[src/lane_pll_pkg.sv]
// Purpose: shared constants for the lane emphasis and link pll control bank
// Assumes: register index times four is the byte address on the bus
// Notes: one aligned 32-bit word per register, data in the low byte
package lane_pll_pkg;

    // ------------------------------------------------------------
    // register indices
    // ------------------------------------------------------------
    localparam logic [29:0] LANE5_IDX = 30'h000005C9;
    localparam logic [29:0] LANE6_IDX = 30'h000005CA;
    localparam logic [29:0] LANE7_IDX = 30'h000005CB;
    localparam logic [29:0] CAL_IDX = 30'h00001222;
    localparam logic [29:0] STARTUP_IDX = 30'h00001228;
    localparam logic [29:0] LOL_IDX = 30'h00001262;
    localparam logic [29:0] IRQ_STATUS_IDX = 30'h00001300;
    localparam logic [29:0] IRQ_ENABLE_IDX = 30'h00001301;
    localparam logic [29:0] IRQ_CLEAR_IDX = 30'h00001302;

    // ------------------------------------------------------------
    // reset values and command codes
    // ------------------------------------------------------------
    localparam logic [7:0] LANE_RESET = 8'h00;
    localparam logic [7:0] CAL_RESET = 8'h00;
    localparam logic [7:0] CAL_HOLD = 8'h04;
    localparam logic [7:0] STARTUP_RESET = 8'h0F;
    localparam logic [7:0] STARTUP_HOLD = 8'h4F;
    localparam logic [7:0] LOL_RESET = 8'h00;
    localparam logic [7:0] LOL_CLEAR = 8'h80;
    localparam logic [1:0] IRQ_RESET = 2'h0;

    // ------------------------------------------------------------
    // field positions and sizes
    // ------------------------------------------------------------
    localparam int NUM_LANES = 3;
    localparam int POST_TAP_EN_BIT = 7;
    localparam int LEVEL_LSB = 4;
    localparam int LEVEL_W = 3;
    localparam int EVT_W = 2;
    localparam int EVT_LOCK_LOST = 0;
    localparam int EVT_LOCK_BACK = 1;

    typedef logic [7:0] byte_t;

endpackage

[src/pin_sync3.sv]
// Purpose: three-stage synchroniser for an asynchronous level
// Assumes: input is a slow level from outside the hclk domain
// Notes: output moves only once stages two and three agree
`timescale 1ns/1ns
module pin_sync3 (
    input wire logic hclk,
    input wire logic hresetn,
    input wire logic async_in,
    output logic sync_out
);
    logic s1;
    logic s2;
    logic s3;
    logic next_sync_out;

    always_comb begin
        next_sync_out = sync_out;
        if (s2 == s3) begin
            next_sync_out = s3;
        end
    end

    // s1 feeds only s2, keeping metastability off any gate
    always_ff @(posedge hclk or negedge hresetn) begin
        if (!hresetn) begin
            s1 <= 1'b0;
            s2 <= 1'b0;
            s3 <= 1'b0;
            sync_out <= 1'b0;
        end else begin
            s1 <= async_in;
            s2 <= s1;
            s3 <= s2;
            sync_out <= next_sync_out;
        end
    end
endmodule

[src/serdes_lane_emphasis_pll_ctrl.sv]
// Purpose: lane post-tap emphasis and link pll control bank on AHB-Lite
// Assumes: zero wait state slave, single word transfers, low byte used
// Notes: lock-lost input is asynchronous and passes a three-stage sync
//
// The AHB-Lite register port is this design's own decision.
`timescale 1ns/1ns
module serdes_lane_emphasis_pll_ctrl
    import lane_pll_pkg::*;
(
    input wire logic hclk,
    input wire logic hresetn,
    input wire logic hsel,
    input wire logic [31:0] haddr,
    input wire logic [1:0] htrans,
    input wire logic hwrite,
    input wire logic [2:0] hsize,
    input wire logic [31:0] hwdata,
    input wire logic hready,
    output logic hreadyout,
    output logic hresp,
    output logic [31:0] hrdata,
    input wire logic pll_lock_lost_pin,
    output logic [lane_pll_pkg::NUM_LANES-1:0] lane_post_tap_en,
    output logic [lane_pll_pkg::NUM_LANES*lane_pll_pkg::LEVEL_W-1:0] lane_post_tap_level,
    output logic pll_cal_reset,
    output logic pll_startup_reset,
    output logic pll_lock_lost_flag,
    output logic irq
);
    import lane_pll_pkg::*;

    // ------------------------------------------------------------
    // state
    // ------------------------------------------------------------
    byte_t lane_reg [NUM_LANES];
    byte_t cal_ctrl;
    byte_t startup_ctrl;
    byte_t lol_ctrl;
    logic [EVT_W-1:0] irq_status;
    logic [EVT_W-1:0] irq_enable;
    logic dp_write;
    logic dp_read;
    logic [29:0] dp_idx;
    logic lock_prev;

    byte_t next_lane_reg [NUM_LANES];
    byte_t next_cal_ctrl;
    byte_t next_startup_ctrl;
    byte_t next_lol_ctrl;
    logic [EVT_W-1:0] next_irq_status;
    logic [EVT_W-1:0] next_irq_enable;
    logic next_dp_write;
    logic next_dp_read;
    logic [29:0] next_dp_idx;
    logic next_lock_flag;

    logic lock_sync;
    logic lock_rise;
    logic lock_fall;
    logic addr_phase;
    logic [EVT_W-1:0] events;
    logic [EVT_W-1:0] clr_mask;
    logic [29:0] lane_idx [NUM_LANES];

    assign lane_idx[0] = LANE5_IDX;
    assign lane_idx[1] = LANE6_IDX;
    assign lane_idx[2] = LANE7_IDX;

    // ------------------------------------------------------------
    // lock-lost input
    // ------------------------------------------------------------
    pin_sync3 lock_sync_u (
        .hclk(hclk),
        .hresetn(hresetn),
        .async_in(pll_lock_lost_pin),
        .sync_out(lock_sync)
    );

    assign lock_rise = lock_sync && !lock_prev;
    assign lock_fall = !lock_sync && lock_prev;
    assign events = {lock_fall, lock_rise};

    // ------------------------------------------------------------
    // bus side
    // ------------------------------------------------------------
    // no wait states: every access completes in its first data cycle
    assign hreadyout = 1'b1;
    assign hresp = 1'b0;
    assign addr_phase = hsel && hready && htrans[1];
    assign clr_mask = (dp_write && dp_idx == IRQ_CLEAR_IDX) ? hwdata[EVT_W-1:0] : '0;

    always_comb begin
        hrdata = 32'h00000000;
        if (dp_read) begin
            for (int i = 0; i < NUM_LANES; i++) begin
                if (dp_idx == lane_idx[i]) begin
                    hrdata = {24'h000000, lane_reg[i]};
                end
            end
            unique case (dp_idx)
                CAL_IDX: hrdata = {24'h000000, cal_ctrl};
                STARTUP_IDX: hrdata = {24'h000000, startup_ctrl};
                LOL_IDX: hrdata = {24'h000000, lol_ctrl};
                IRQ_STATUS_IDX: hrdata = {30'h00000000, irq_status};
                IRQ_ENABLE_IDX: hrdata = {30'h00000000, irq_enable};
                default: ;
            endcase
        end
    end

    // ------------------------------------------------------------
    // next-state logic
    // ------------------------------------------------------------
    always_comb begin
        next_lane_reg = lane_reg;
        next_cal_ctrl = cal_ctrl;
        next_startup_ctrl = startup_ctrl;
        next_lol_ctrl = lol_ctrl;
        next_irq_enable = irq_enable;
        next_dp_write = addr_phase && hwrite;
        next_dp_read = addr_phase && !hwrite;
        next_dp_idx = addr_phase ? haddr[31:2] : dp_idx;
        if (dp_write) begin
            for (int i = 0; i < NUM_LANES; i++) begin
                if (dp_idx == lane_idx[i]) begin
                    next_lane_reg[i] = hwdata[7:0];
                end
            end
            unique case (dp_idx)
                CAL_IDX: next_cal_ctrl = hwdata[7:0];
                STARTUP_IDX: next_startup_ctrl = hwdata[7:0];
                LOL_IDX: next_lol_ctrl = hwdata[7:0];
                IRQ_ENABLE_IDX: next_irq_enable = hwdata[EVT_W-1:0];
                default: ;
            endcase
        end
        next_lock_flag = pll_lock_lost_flag;
        if (lock_rise) begin
            next_lock_flag = 1'b1;
        end else if (lol_ctrl == LOL_CLEAR) begin
            next_lock_flag = 1'b0;
        end
        // an event in the clearing cycle is kept
        next_irq_status = (irq_status & ~clr_mask) | events;
    end

    // ------------------------------------------------------------
    // registers
    // ------------------------------------------------------------
    always_ff @(posedge hclk or negedge hresetn) begin
        if (!hresetn) begin
            for (int i = 0; i < NUM_LANES; i++) begin
                lane_reg[i] <= LANE_RESET;
            end
            cal_ctrl <= CAL_RESET;
            startup_ctrl <= STARTUP_RESET;
            lol_ctrl <= LOL_RESET;
            irq_status <= IRQ_RESET;
            irq_enable <= IRQ_RESET;
            dp_write <= 1'b0;
            dp_read <= 1'b0;
            dp_idx <= 30'h00000000;
            lock_prev <= 1'b0;
            pll_lock_lost_flag <= 1'b0;
        end else begin
            lane_reg <= next_lane_reg;
            cal_ctrl <= next_cal_ctrl;
            startup_ctrl <= next_startup_ctrl;
            lol_ctrl <= next_lol_ctrl;
            irq_status <= next_irq_status;
            irq_enable <= next_irq_enable;
            dp_write <= next_dp_write;
            dp_read <= next_dp_read;
            dp_idx <= next_dp_idx;
            lock_prev <= lock_sync;
            pll_lock_lost_flag <= next_lock_flag;
        end
    end

    // ------------------------------------------------------------
    // control outputs
    // ------------------------------------------------------------
    // reserved low nibble is stored but steers nothing
    genvar g;
    generate
        for (g = 0; g < NUM_LANES; g++) begin : lane_out
            assign lane_post_tap_en[g] = lane_reg[g][POST_TAP_EN_BIT];
            assign lane_post_tap_level[g*LEVEL_W +: LEVEL_W] =
                lane_reg[g][LEVEL_LSB +: LEVEL_W];
        end
    endgenerate

    assign pll_cal_reset = (cal_ctrl == CAL_HOLD);
    assign pll_startup_reset = (startup_ctrl == STARTUP_HOLD);
    assign irq = |(irq_status & irq_enable);

    // ------------------------------------------------------------
    // checks
    // ------------------------------------------------------------
    lane5_write_a: assert property (@(posedge hclk) disable iff (!hresetn)
        (dp_write && dp_idx == LANE5_IDX) |=> (lane_post_tap_en[0] == $past(hwdata[7])
        && lane_post_tap_level[2:0] == $past(hwdata[6:4])))
        else $error("lane 5 emphasis fields not taken from write");
    cal_hold_a: assert property (@(posedge hclk) disable iff (!hresetn)
        (dp_write && dp_idx == CAL_IDX && hwdata[7:0] == 8'h04) |=> pll_cal_reset)
        else $error("calibration reset not asserted after 0x04");
    cal_reset_val_a: assert property (@(posedge hclk)
        $rose(hresetn) |-> (cal_ctrl == 8'h00 && !pll_cal_reset))
        else $error("calibration control reset value wrong");
    startup_hold_a: assert property (@(posedge hclk) disable iff (!hresetn)
        (dp_write && dp_idx == STARTUP_IDX && hwdata[7:0] == 8'h4F) |=> pll_startup_reset)
        else $error("start-up reset not asserted after 0x4F");
    startup_reset_val_a: assert property (@(posedge hclk)
        $rose(hresetn) |-> (startup_ctrl == 8'h0F && !pll_startup_reset))
        else $error("start-up control reset value wrong");
    lock_clear_a: assert property (@(posedge hclk) disable iff (!hresetn)
        (dp_write && dp_idx == LOL_IDX && hwdata[7:0] == 8'h80) ##1 !lock_rise
        |=> !pll_lock_lost_flag)
        else $error("lock-lost flag not cleared by 0x80");
    lock_reset_val_a: assert property (@(posedge hclk)
        $rose(hresetn) |-> (lol_ctrl == 8'h00 && !pll_lock_lost_flag))
        else $error("lock control reset value wrong");
    lock_set_a: assert property (@(posedge hclk) disable iff (!hresetn)
        lock_rise |=> (pll_lock_lost_flag && irq_status[0]))
        else $error("lock loss not latched");
endmodule

[config.mk]
export PLATFORM = sky130hd
export DESIGN_NAME = serdes_lane_emphasis_pll_ctrl
export DESIGN_NICKNAME = d
export VERILOG_FILES = /design/src/lane_pll_pkg.sv /design/src/pin_sync3.sv /design/src/serdes_lane_emphasis_pll_ctrl.sv
export SDC_FILE = /design/constraint.sdc
export NUM_CORES = 1
export LEC_CHECK = 0
export BUFFER_PORTS_ARGS = -buffer_cell sky130_fd_sc_hd__buf_2
export CAP_MARGIN = 20
export CORE_AREA = 2 2 118 74
export CTS_CLUSTER_DIAMETER = 120
export CTS_CLUSTER_SIZE = 14
export DETAILED_ROUTE_END_ITERATION = 7
export DIE_AREA = 0 0 120 76
export PLACE_DENSITY = 0.83
export SETUP_SLACK_MARGIN = 0.2
export SYNTH_ARGS = -nofsm -noshare
export SYNTH_HDL_FRONTEND = slang
export SYNTH_SLANG_ARGS = --single-unit
[constraint.sdc]
create_clock -name hclk -period 4.8 [get_ports hclk]
set_input_delay 0.24 -clock hclk [delete_from_list [all_inputs] [get_ports hclk]]
set_output_delay 0.24 -clock hclk [all_outputs]
set_load 0.05 [all_outputs]
---- Yosys cells after proc, flatten, opt, wreduce, memory -nomap -nowiden ----
Cells that the tools add are included.
cells by class
  reductions and logical operators ........ 19
  bitwise logic cells ..................... 4
  muxes and demuxes ....................... 8
  eq/ne operators ......................... 13
operators by type and width
  kind                  count
  $eq 30x13->1 const B  6
  $pmux 32 s5           1
  $mux 32               3
  $eq 30x11->1 const B  3
  $reduce_and 2->1      7
  $eq 8x3->1 const B    1
  $eq 8x7->1 const B    1
  $eq 8x8->1 const B    1
  $mux 8                1
  $logic_and 1x1->1     7
  $and 2x2->2           2
  $logic_not 1->1       3
  $mux 1                2
  $mux 2                1
  $not 2->2             1
  $or 2x2->2            1
  $reduce_bool 2->1     1
  $reduce_or 2->1       1
  $eq 1x1->1            1
storage, ports and cells
  input bits .............................. 75
  flip-flop bits (word level) ............. 90

---- Logic depth before layout (Yosys ltp) ----
Gate-level depths: netlist of the first run.
  depth after elaboration ................. 6
  mapped depth ............................ 7
  depth with buffers taken out ............ 5

---- Cells and area by module ----
Synthesis of the first run repeated with hierarchy kept, for this count alone.
second synthesis, totals
  cell total of the unflattened synthesis .. 345
  area, all modules ....................... 4496.8 µm²
modules (own cells, without submodules)
  module                         sequential area each (µm²)  area an instance (µm²)  instances  cells an instance
  serdes_lane_emphasis_pll_ctrl  2157.1                      4385.5                  1          340
  pin_sync3                      100.1                       111.4                   1          5

---- Least setup slack after synthesis of the first run ----
Ideal clock, no wire load.
  path kind ............................... reg-to-output
  from .................................... reg dp_idx[1]
  to ...................................... out hrdata[1]
  data required time ...................... 4560 ps
  stages on the path, launching flop included .. 8
  path buffers ............................ 2
  setup slack ............................. 892 ps
  data arrival time ....................... 3668 ps
  path through ............................ dfrtp_1 -> buf_2 -> nor2b_1 -> clkbuf_1 -> a21oi_1 -> nor2_1 -> a221oi_1 -> a2111oi_0
between the ends
  cells in the longest elaborated chain, start to end .. 6
  elaborated cells on any way between the ends .. 13
ends and longest elaborated chain
  item                    line                                  text
  from (decl)             serdes_lane_emphasis_pll_ctrl.sv:43   logic [29:0] dp_idx;
  from (signal assigned)  serdes_lane_emphasis_pll_ctrl.sv:174  dp_idx <= next_dp_idx;
  $eq 30x11->1            serdes_lane_emphasis_pll_ctrl.sv:96   if (dp_idx == lane_idx[i]) begin
  $mux 8                  serdes_lane_emphasis_pll_ctrl.sv:96
  $mux 32 (2 in a row)    serdes_lane_emphasis_pll_ctrl.sv:96
  $pmux 32 s5 (*)         serdes_lane_emphasis_pll_ctrl.sv:100  unique case (dp_idx)
  $mux 32 (*)             serdes_lane_emphasis_pll_ctrl.sv:94   if (dp_read) begin
  to (decl)               serdes_lane_emphasis_pll_ctrl.sv:21   output logic [31:0] hrdata,
Every way passes the cells marked *; elsewhere a longest branch is shown, timed or not.

---- Worst setup path in the final report of the first run ----
  from .................................... reg dp_idx[0]
  to ...................................... out hrdata[1]
The elaborated chain is that of the path after synthesis.

==> results.md, run 1 <==
* Detail Route Antenna Nets at 0
* Antenna diodes at 0
* Final #Nets at 476
* RSZ-0062 raised after global routing: false
* Sink Count at 90
* Worst path slowest cell: dfrtp_1
* # IOs at 125
* # port buffers at 68
* Library cells used by synthesis at 47
* Total GRT Usage at 21.5%
* Post-CTS setup buffers at 0
* Least-Margin Pin Slew at 0.798 ns
* Reg2Reg Depth at 5
* Switching Share at 27.8%
* Reg clk slew, reported paths at 0.06 ns
* Cell Rows at 26
* Later-pin clock latency in the skew report at 0.35 ns
* Critical path class: flop to primary output
* Mux contribution to synthesized area at 23.6%
* Routed WL at 9300 microns
* Cell Area, Synth at 0.00437 sq mm
* Reg2reg setup slack at 2.24 ns
* Post-synthesis compound-gate area fraction at 6.16%
* Initial DRC count at 230
* Synth Instances at 345
* Period minus WS final at 3.15 ns
* GPL Wtd Cong at 0.876
* Routed wire per std cell at 18.0 microns
* Switch Pwr at 0.498 mW
* Clock share of power at 37.5%
* Largest net degree at the start of global routing at 49
* Post-cts sizing count at 0
* Worst clock skew at 0.00760 ns
* CP Capture Type: primary output
* Largest family of logic cells by synthesized area: multiplexers
* Crit. Startpoint: dp_idx[0]
* Hold/Removal Path Class: input port to flop
* Fraction of layout cells with a size suffix above 1 at 43.6%
* Combinational share of power at 13.4%
* Num CTS Buffers at 9
* Post-CTS Hold Fix Bufs at 2
* CTS max path bufs at 2
* Sequential Power Share at 49.1%
* H-Tree Depth at 3
* FFs w/ async S/R, synth at 100%
* Core area at 0.00817 sq mm
* Residual DRC count at 0
* Max Cap Viol at 0
* Die width at 120 microns
* Cell leakage power at 2.30 nW
* Max_slew headroom at 46.8%
* EDFF count, synth at 0
* Antenna violations before repair at 0
* Critical path peak fanout at 16
* Worst path cell trace: nor2b_1 > nand2_1 > o21ai_0 > a221oi_1 > a2111oi_0 > buf_2
* Dpl cell area at 0.00460 sq mm
* 1st-pass router iterations at 4
* Reg2Reg Launch Point: dp_idx[0]
* Worst Setup EP: hrdata[1]
* Yosys warnings at 0
* Synth Flop Type: dfrtp_1
* Peak VDD IR at 0.000179 V
* Synth Register Bits at 90
* Max-slew violations at 0
* Post-Synth XOR/XNOR Area at 0%
* Root buffer cell: clkbuf_16
* Worst EP required at 4.56 ns
* Post-Synth Simple-Gate Area at 9.45%
* Synth Area in Adders at 0.229%
* Mean Syn Cell Area at 12.7 sq um
* Slowest stage delay, CP at 0.86 ns
* Achievable Freq at 0.317 GHz
* Layout overhead on the synthesized area at 12.4%
* Final HPWL DP at 6660 microns
* Total Die Area at 0.00912 sq mm
* Setup TNS at 0 ns
* CTS tree: done
* Critical Path AT at 2.91 ns
* Power Dens Cells at 365 mW/mm^2
* Status: finished, final reports clean
* Design Area, Final at 0.00491 sq mm
* Die height at 76 microns
* First-pass GRT wire length at 15000 microns
* Setup violators final at 0
* Total number of vias at 2816
* Hold Vio Cnt, Final at 0
* P_int at 1.29 mW
* Register area share after synthesis at 51.7%
* Starting density of the core at 53.5%
* Gr ovfl total at 0
* Reg-to-Reg End: cal_ctrl[7]
* Vias in the first global route at 2876
* Post-DR vias/cell at 5.44
* Tcrit/Tclk final at 65.7%
* Startpoint Class: flop
* Max reg flops at 30
per-stage QoR:
step | util, % | setup slack, ns | hold slack, ns | power, mW | cells
after floorplan | - | 0.892 | -0.0556 | 1.07 | 369
after global placement | 56.3 | 2.12 | 0.240 | 1.12 | 500
after detailed placement | 56.3 | 2.01 | 0.254 | 1.13 | 500
after CTS | 60.1 | 1.65 | 0.0461 | 1.80 | 518
after global routing | 60.1 | 1.45 | 0.0546 | 1.87 | 518
final | 60.1 | 1.65 | 0.0577 | 1.79 | 518
worst min-delay path by stage:
stage	start	end	slack, ns	cells past startpoint
2_1_floorplan	hresetn	cal_ctrl[0]	-0.06	0
3_3_place_gp	hresetn	dp_idx[29]	0.24	1
3_5_place_dp	hresetn	dp_idx[29]	0.25	1
4_1_cts	hwrite	dp_read	0.05	2
5_1_grt	hwrite	dp_read	0.05	2
6_report	hwrite	dp_read	0.06	2
area by class of cell:
type / instances / area (sq um)
sequential: 90 / 2260
tap: 112 / 140
inverter: 6 / 22.5
clock inverter: 5 / 38.8
clock buffer: 11 / 253
fill: 667 / 3260
multi-input combinational: 222 / 1820
timing repair buffer: 72 / 378
power by group through the flow:
stage / clock [mW] / combinational, mW / sequential (mW)
finish: 0.672 / 0.240 / 0.879
global route: 0.721 / 0.260 / 0.886
CTS: 0.684 / 0.241 / 0.877
detailed placement: 0 / 0.238 / 0.890
global placement: 0 / 0.230 / 0.886
floorplan: 0 / 0.209 / 0.862
routing by layer:
layer	share of wire, %	global-route usage, %	up-vias	routed length [microns]
li1	-	-	1306	-
met1	47	30.1	1399	4350
met2	46	32.4	98	4280
met3	6.1	7.11	13	564
met4	1.3	6.12	0	117
met5	0	0	-	0
critical path, delay by kind of cell, from the launching register on:
kind	cells	cell delay, ns
AOI/OAI and AO/OA	3	0.68
buffers and inverters	1	0.35
DFF	1	0.86
and+or+nand+nor	2	0.67
cells in the final DEF (no fill, tap or decap), types with 4 or more instances in the layout:
master	instances
nand4_1	4
a22oi_1	8
buf_2	67
nor3_1	4
mux2_2	72
mux2_4	8
and4_1	4
nand2_1	15
dfrtp_1	86
nor2_1	13
o21ai_0	10
dfstp_2	4
clkbuf_16	9
a221o_1	5
nor2b_1	4
conb_1	26
a22o_1	4
mux2i_1	10
nor4_1	7
inv_1	6
cells by family after synthesis:
family | Yosys count
multiplexers | 90
adder cells (fa/ha/maj) | 1
AO/OA/AOI/OAI | 36
flip-flops | 90
AND/OR/NAND/NOR | 69
other | 2
buffers and inverters | 57
Yosys cell counts, types with 5 or more instances:
cell / instances / share of area, %
mux2_4: 8 / 2.8
a22oi_1: 8 / 1.4
nor4_1: 7 / 1.0
dfrtp_1: 86 / 49
o21ai_0: 10 / 1.1
nor2_1: 13 / 1.1
buf_4: 41 / 7.0
mux2i_1: 10 / 2.3
a221o_1: 5 / 1.1
nand2_1: 15 / 1.3
mux2_2: 72 / 19
inv_1: 6 / 0.52
Note: power is estimated with default switching activity, not from simulation.
==> run 2, diff against run 1 <==
Settings changed: CORE_AREA 2 2 118 74 to 2 2 128 80, DIE_AREA 0 0 120 76 to 0 0 130 82, PLACE_DENSITY 0.83 to 0.75.
Clock period 4.8 ns to 2.5 ns, I/O delays scaled along.
==> run 2 against run 1 <==
Compared with the run above: power is 110% higher; clock power is 120% higher; final cell count is 8.9% higher; critical path depth is 1 higher; non-clock buffer count is 23 higher; clock-buffer cell count is 2 lower; global-route usage is 1.8 points lower; register-to-register slack worse by 2.0 ns; worst setup slack worse by 1.6 ns; core utilization is 4.0 points lower; critical endpoint is now hrdata[3]; largest cell class unchanged.
==> results.md, run 2 (synthesis results as in run 1) <==
* Residual DRC count at 0 (unchanged)
* Root buffer cell: clkbuf_16
* Antenna diodes at 0 (unchanged)
* Final #Nets at 499 (+4.8%)
* Routed wire per std cell at 17.5 microns (-2.4%)
* Smallest hold slack at 0.0144 ns (-0.0432 ns)
* Die height at 82 microns (+7.9%)
* Worst path cell trace: nor4_4 > and4_1 > nand2_1 > nor3_1 > buf_4 > a221o_1 > buf_6
* # port buffers at 68 (unchanged)
* Period minus WS final at 2.44 ns
* Final WS setup at 0.0639 ns (-1.58 ns)
* Max_slew headroom at 59.7% (+13 points)
* Fraction of layout cells with a size suffix above 1 at 49.7% (+6.1 points)
* Largest net degree at the start of global routing at 49 (unchanged)
* Reg2Reg Depth at 7 (+2)
* Post-route insts no fill at 564 (+8.9%)
* Max-slew violations at 0 (unchanged)
* Peak VDD IR at 0.000328 V (+83%)
* Max reg flops at 30 (unchanged)
* H-Tree Depth at 3 (unchanged)
* Dpl cells at 531 (+6.2%)
* Layout overhead on the synthesized area at 22.8%
* Startpoint Class: flop
* Setup violators final at 0 (unchanged)
* Slowest stage delay, CP at 0.43 ns (-0.43 ns)
* CTS tree: done
* Total Die Area at 0.0107 sq mm (+17%)
* Routed WL at 9890 microns (+6.3%)
* Status: finished, final reports clean
* Later-pin clock latency in the skew report at 0.34 ns (about the same)
* Starting density of the core at 45.7% (-7.8 points)
* Cell leakage power at 2.44 nW (+6.2%)
* First-pass GRT wire length at 15800 microns (+5.0%)
* Vias in the first global route at 2972 (+3.3%)
* Initial DRC count at 203 (-12%)
* Fillers at 798 (+20%)
* GPL Wtd Cong at 0.871 (-0.58%)
* Final HPWL DP at 6780 microns (+1.9%)
* Antenna violations before repair at 0 (unchanged)
* Post-DR vias/cell at 5.23 (-3.7%)
* Least-Margin Pin Slew at 0.605 ns (-0.193 ns)
* Design Power at 3.72 mW (+110%)
* Hold/Removal Path Class: input port to flop
* RSZ-0062 raised after global routing: true
* Worst clock skew at 0.00703 ns (-0.000572 ns)
* Die width at 130 microns (+8.3%)
* Tcrit/Tclk final at 97.4%
* CP Capture Type: primary output
* Critical path class: flop to primary output
* Achievable Freq at 0.410 GHz
* Power Dens Cells at 693 mW/mm^2 (+90%)
* 1st-pass router iterations at 4 (unchanged)
* # IOs at 125 (unchanged)
* Num CTS Buffers at 9 (unchanged)
* Total number of vias at 2952 (+4.8%)
* Sink Count at 90 (unchanged)
* Worst EP required at 2.38 ns (-2.18 ns)
* Worst path slowest cell: dfrtp_1
* Reg clk slew, reported paths at 0.06 ns (about the same)
* Critical Path AT at 2.31 ns (-0.60 ns)
* Commonest non-fill, non-tap cell in the layout: dfrtp_1
* Critical path peak fanout at 5 (-11)
* Cell Rows at 28 (+7.7%)
* Core area at 0.00956 sq mm (+17%)
* Most frequent cells in the layout: 83 x dfrtp_1, 72 x mux2_2, 59 x buf_2, 26 x conb_1, 16 x buf_4
* Total GRT Usage at 19.8% (-1.8 points)
* CTS max path bufs at 2 (unchanged)
* Max Cap Viol at 0 (unchanged)
* Detail Route Antenna Nets at 0 (unchanged)
* Hold Vio Cnt, Final at 0 (unchanged)
* Pre-CTS WS at 0.156 ns (-1.86 ns)
* Cell count of the worst hold path at 2 (unchanged)
* Gr ovfl total at 0 (unchanged)
-- run 2: changes by cell type in the layout (fill, tap and decap cells not counted), moves of 3 or more --
cell	before	now
dlygate4sd3_1	2	10
nor2_1	13	9
and4_1	4	1
buf_2	67	59
nor2_2	1	4
dfrtp_1	86	83
buf_6	0	8
nor2b_1	4	1
nor4_4	0	3
dfrtp_2	0	3
clkinv_4	3	0
buf_4	3	16
nor4_1	7	3
-- run 2: final timing paths --
| kind | slack [ns] | to | start |
|---|---|---|---|
| min reg2reg | 0.35 | lock_sync_u.s2 | lock_sync_u.s1 |
| max | 0.06 | hrdata[3] | dp_idx[20] |
| min in group asynchronous | 0.35 | dp_idx[18] | hresetn |
| max reg2reg | 0.29 | lane_reg[11] | dp_idx[20] |
| min | 0.01 | dp_idx[25] | haddr[27] |
| max in group asynchronous | 1.46 | startup_ctrl[0] | hresetn |
-- run 2: critical path, delay by kind of cell (launching register included) --
kind	cells	cell delay (ns)
buffers and inverters	2	0.36
AOI/OAI and AO/OA	1	0.18
and+or+nand+nor	4	1.00
DFF	1	0.43
-- run 2: stage by stage --
step | TNS, ns | instance area (sq um) | util [%]
floorplan | 0 | 4480 | -
global route | -0.0620 | 5360 | 56.1
CTS | 0 | 5280 | 55.2
finish | 0 | 5360 | 56.1
detailed placement | 0 | 4720 | 49.3
global placement | 0 | 4720 | 49.3
-- run 2: power breakdown --
group          internal, mW  switching (mW)
Clock                 0.882           0.573
Sequential             1.58           0.127
Combinational         0.233           0.324
-- run 2: final cells by class --
class,instances,area [sq um],area share [%]
Inverter,6,22.5,0.420
Tap cell,135,169,3.15
Multi-Input combinational cell,222,1950,36.4
Clock buffer,9,225,4.20
Clock inverter,7,100,1.87
Timing Repair Buffer,95,633,11.8
Sequential cell,90,2260,42.2
-- run 2: per-layer routing --
layer	up-vias	wire (microns)	track usage, %
met5	-	0	0
met4	0	182	6.34
met3	17	441	5.60
met2	78	4540	30.4
met1	1507	4720	27.3
li1	1350	-	-
-- run 2: repair_timing --
action                     4_1_cts  5_1_grt
pin swaps                        2        3
setup endpoints to repair       36       38
setup buffers                    6        1
hold endpoints to repair        55        0
resized for setup               22       23
hold buffers                    10        0
gates cloned                     0        0
==> run 3, diff against run 2 <==
Settings changed: CORE_AREA 2 2 128 80 to 2 2 130 81, DIE_AREA 0 0 130 82 to 0 0 132 83, SYNTH_HIERARCHICAL from default to 1.
==> run 3 against run 2 <==
Compared with the run above: the run now ends with setup timing left; core utilization is 2.5 points higher; global-route usage down 0.12 points; highest routed layer unchanged; largest cell class unchanged; critical path type unchanged; wire length rose by 7.4%.
==> results.md, run 3 <==
* Worst path slowest cell: or4_4
* Worst clock skew at 0.00775 ns (+0.000725 ns)
* Antenna violations before repair at 0 (unchanged)
* Design Area, Final at 0.00568 sq mm (+5.9%)
* Synth Instances at 345 (unchanged)
* Largest net degree at the start of global routing at 49 (unchanged)
* Post-DR vias/cell at 5.34 (+2.0%)
* Least-Margin Pin Slew at 0.564 ns (-0.0413 ns)
* Routed wire per std cell at 18.4 microns (+5.0%)
* Max Cap Viol at 0 (unchanged)
* Crit. Startpoint: dp_idx[9]
* Fraction of layout cells with a size suffix above 1 at 42.8% (-6.9 points)
* Total Die Area at 0.0110 sq mm (+2.8%)
* Setup violators final at 6 (+6)
* Yosys warnings at 6 (+6)
* Commonest non-fill, non-tap cell in the layout: dfrtp_1
* FFs w/ async S/R, synth at 100% (unchanged)
* Residual DRC count at 0 (unchanged)
* Design Power at 3.46 mW (-6.8%)
* Worst path cell trace: nor4bb_4 > nand3_2 > or4_4 > o22a_1 > a21boi_4 > buf_6
* Critical Path AT at 2.43 ns (+0.12 ns)
* CTS tree: done
* Gr ovfl total at 0 (unchanged)
* H-Tree Depth at 3 (unchanged)
* Critical path class: flop to primary output
* Later-pin clock latency in the skew report at 0.34 ns (about the same)
* Stages on the worst setup path at 6 (-1)
* Period minus WS final at 2.56 ns (+0.123 ns)
* Dpl cell area at 0.00499 sq mm (+5.7%)
* Reg-to-Reg End: lane_post_tap_level[0]
* Max-slew violations at 0 (unchanged)
* Hold Vio Cnt, Final at 0 (unchanged)
* Power Dens Cells at 610 mW/mm^2 (-12%)
* Total GRT Usage at 19.7% (-0.12 points)
* Register area share after synthesis at 50.2% (-1.5 points)
* Total number of vias at 3080 (+4.3%)
* Num CTS Buffers at 9 (unchanged)
* Final HPWL DP at 7100 microns (+4.7%)
* Root buffer cell: clkbuf_16
* Hold/Removal Path Class: input port to flop
* CP Buf/Inv Count at 1 (-1)
* CTS max path bufs at 2 (unchanged)
* Cell Area, Synth at 0.00450 sq mm (+3.0%)
* # port buffers at 68 (unchanged)
* Vias in the first global route at 3174 (+6.8%)
* Starting density of the core at 46.3% (+0.67 points)
* Largest area contributor in the netlist: dfrtp_1
* Routed WL at 10600 microns (+7.4%)
* EDFF count, synth at 0 (unchanged)
* Worst Setup EP: hrdata[2]
* RSZ-0062 raised after global routing: true
* Status: finished, violations left
* Cell Rows at 28 (unchanged)
* Detail Route Antenna Nets at 0 (unchanged)
* Antenna diodes at 0 (unchanged)
* Tcrit/Tclk final at 102% (+4.9 points)
* Initial DRC count at 208 (+2.5%)
* Worst EP required at 2.38 ns (about the same)
* Proportion of netlist area held by the largest area contributor at 47.9% (-1.4 points)
* Achievable Freq at 0.391 GHz (-4.8%)
* Synth Flop Type: dfrtp_1
* Reg2Reg Launch Point: dp_idx[9]
* GPL Wtd Cong at 0.856 (-1.7%)
* Core area at 0.00970 sq mm (+1.5%)
* Reg2reg setup slack at 0.01 ns (-0.28 ns)
* CP Capture Type: primary output
* Most frequent cell after synthesis: dfrtp_1
* First-pass GRT wire length at 16800 microns (+6.0%)
* Die height at 83 microns (+1.2%)
* Library cells used by synthesis at 51 (+8.5%)
* Reg2Reg Depth at 9 (+2)
* Max_slew headroom at 62.4% (+2.8 points)
* Peak VDD IR at 0.000370 V (+13%)
* 1st-pass router iterations at 5 (+1)
* CP delay by family, top: simple AND/OR/NAND/NOR gates
* # IOs at 125 (unchanged)
* Critical path peak fanout at 8 (+3)
* Most frequent cells in the layout: 85 x dfrtp_1, 59 x buf_2, 45 x mux2_1, 26 x conb_1
* Startpoint Class: flop
* Max reg flops at 30 (unchanged)
* Synth Register Bits at 90 (unchanged)
* Violated checks: setup timing
* Slowest stage delay, CP at 0.57 ns (+0.14 ns)
* Post-layout util at 58.5% (+2.5 points)
* Most common library cells after synthesis: 86 x dfrtp_1, 59 x mux2_1, 40 x buf_4
* Final WS setup at -0.0591 ns (-0.123 ns)
* Layout overhead on the synthesized area at 26.3%
* Cell leakage power at 2.61 nW (+7.1%)
* Ranking of synthesized cells by area: dfrtp_1 48%, mux2_1 15%, buf_4 6.7%, mux2_2 5.3%, mux2_4 2.7%
* Die width at 132 microns (+1.5%)
* Reg clk slew, reported paths at 0.06 ns (about the same)
* Mean Syn Cell Area at 13.0 sq um (+3.0%)
* Sink Count at 90 (unchanged)
* Final #Nets at 512 (+2.6%)
run 3: cell count changes in the layout (fill, tap and decap cells not counted), sizes merged, moves of 6 or more:
| cell | previous run | this run |
|---|---|---|
| a21boi | 0 | 7 |
| a22oi | 8 | 15 |
| buf | 84 | 96 |
| mux2 | 80 | 88 |
| mux2i | 10 | 2 |
| o21ai | 10 | 2 |
| o22a | 0 | 6 |
run 3: what timing repair did:
action                     in CTS  in global routing
setup endpoints to repair      34                 56
resized for setup              41                 12
pin swaps                      12                 11
hold endpoints to repair       53                  0
setup buffers                   5                  3
hold buffers                   15                  0
run 3: cell families after synthesis:
kind of cell	after synthesis	synth area share, %
AO/OA/AOI/OAI	41	6.90
adder cells (fa/ha/maj)	1	0.250
buffers and inverters	57	8.43
flip-flops	90	50.2
multiplexers	90	23.1
other	2	0.167
AND/OR/NAND/NOR	64	10.9
run 3: how the worst min path moves through the flow:
stage,start,to,slack (ns),cells after the start
finish,haddr[18],dp_idx[16],0.01,2
global route,haddr[24],dp_idx[22],0.002,2
CTS,haddr[18],dp_idx[16],0.0001,2
detailed placement,hresetn,lock_sync_u/s1,0.15,1
global placement,hresetn,lock_sync_u/s1,0.14,1
floorplan,hresetn,cal_ctrl[0],-0.17,0
run 3: cell type report:
class / count / area, sq um
multi-input cells: 222 / 2170
well taps: 135 / 169
fillers: 765 / 4020
repair buffers: 111 / 806
clock buffers: 13 / 250
clock inverters: 3 / 15.0
inverters: 3 / 11.3
flip-flops and latches: 90 / 2260
run 3: metrics by stage:
stage / std cells / hold slack [ns] / setup WS [ns] / setup TNS (ns)
floorplan: 369 / -0.171 / 0.194 / 0
global placement: 538 / 0.140 / 0.0503 / 0
detailed placement: 538 / 0.150 / 0.0396 / 0
CTS: 574 / 0.0000956 / -0.0404 / -0.198
global route: 577 / 0.00187 / -0.145 / -2.69
finish: 577 / 0.0104 / -0.0591 / -0.266
run 3: metal layers:
metal	global-route usage, %	wire length [microns]
met2	29.5	4960
met1	27.7	4960
met5	0	0
met3	5.19	575
met4	6.62	125
run 3: report_power, final:
group | switching [mW] | internal [mW] | leakage [nW]
combinational | 0.304 | 0.242 | 1.35
sequential | 0.117 | 1.57 | 1.13
clock | 0.540 | 0.697 | 0.133
total | 0.960 | 2.50 | 2.61
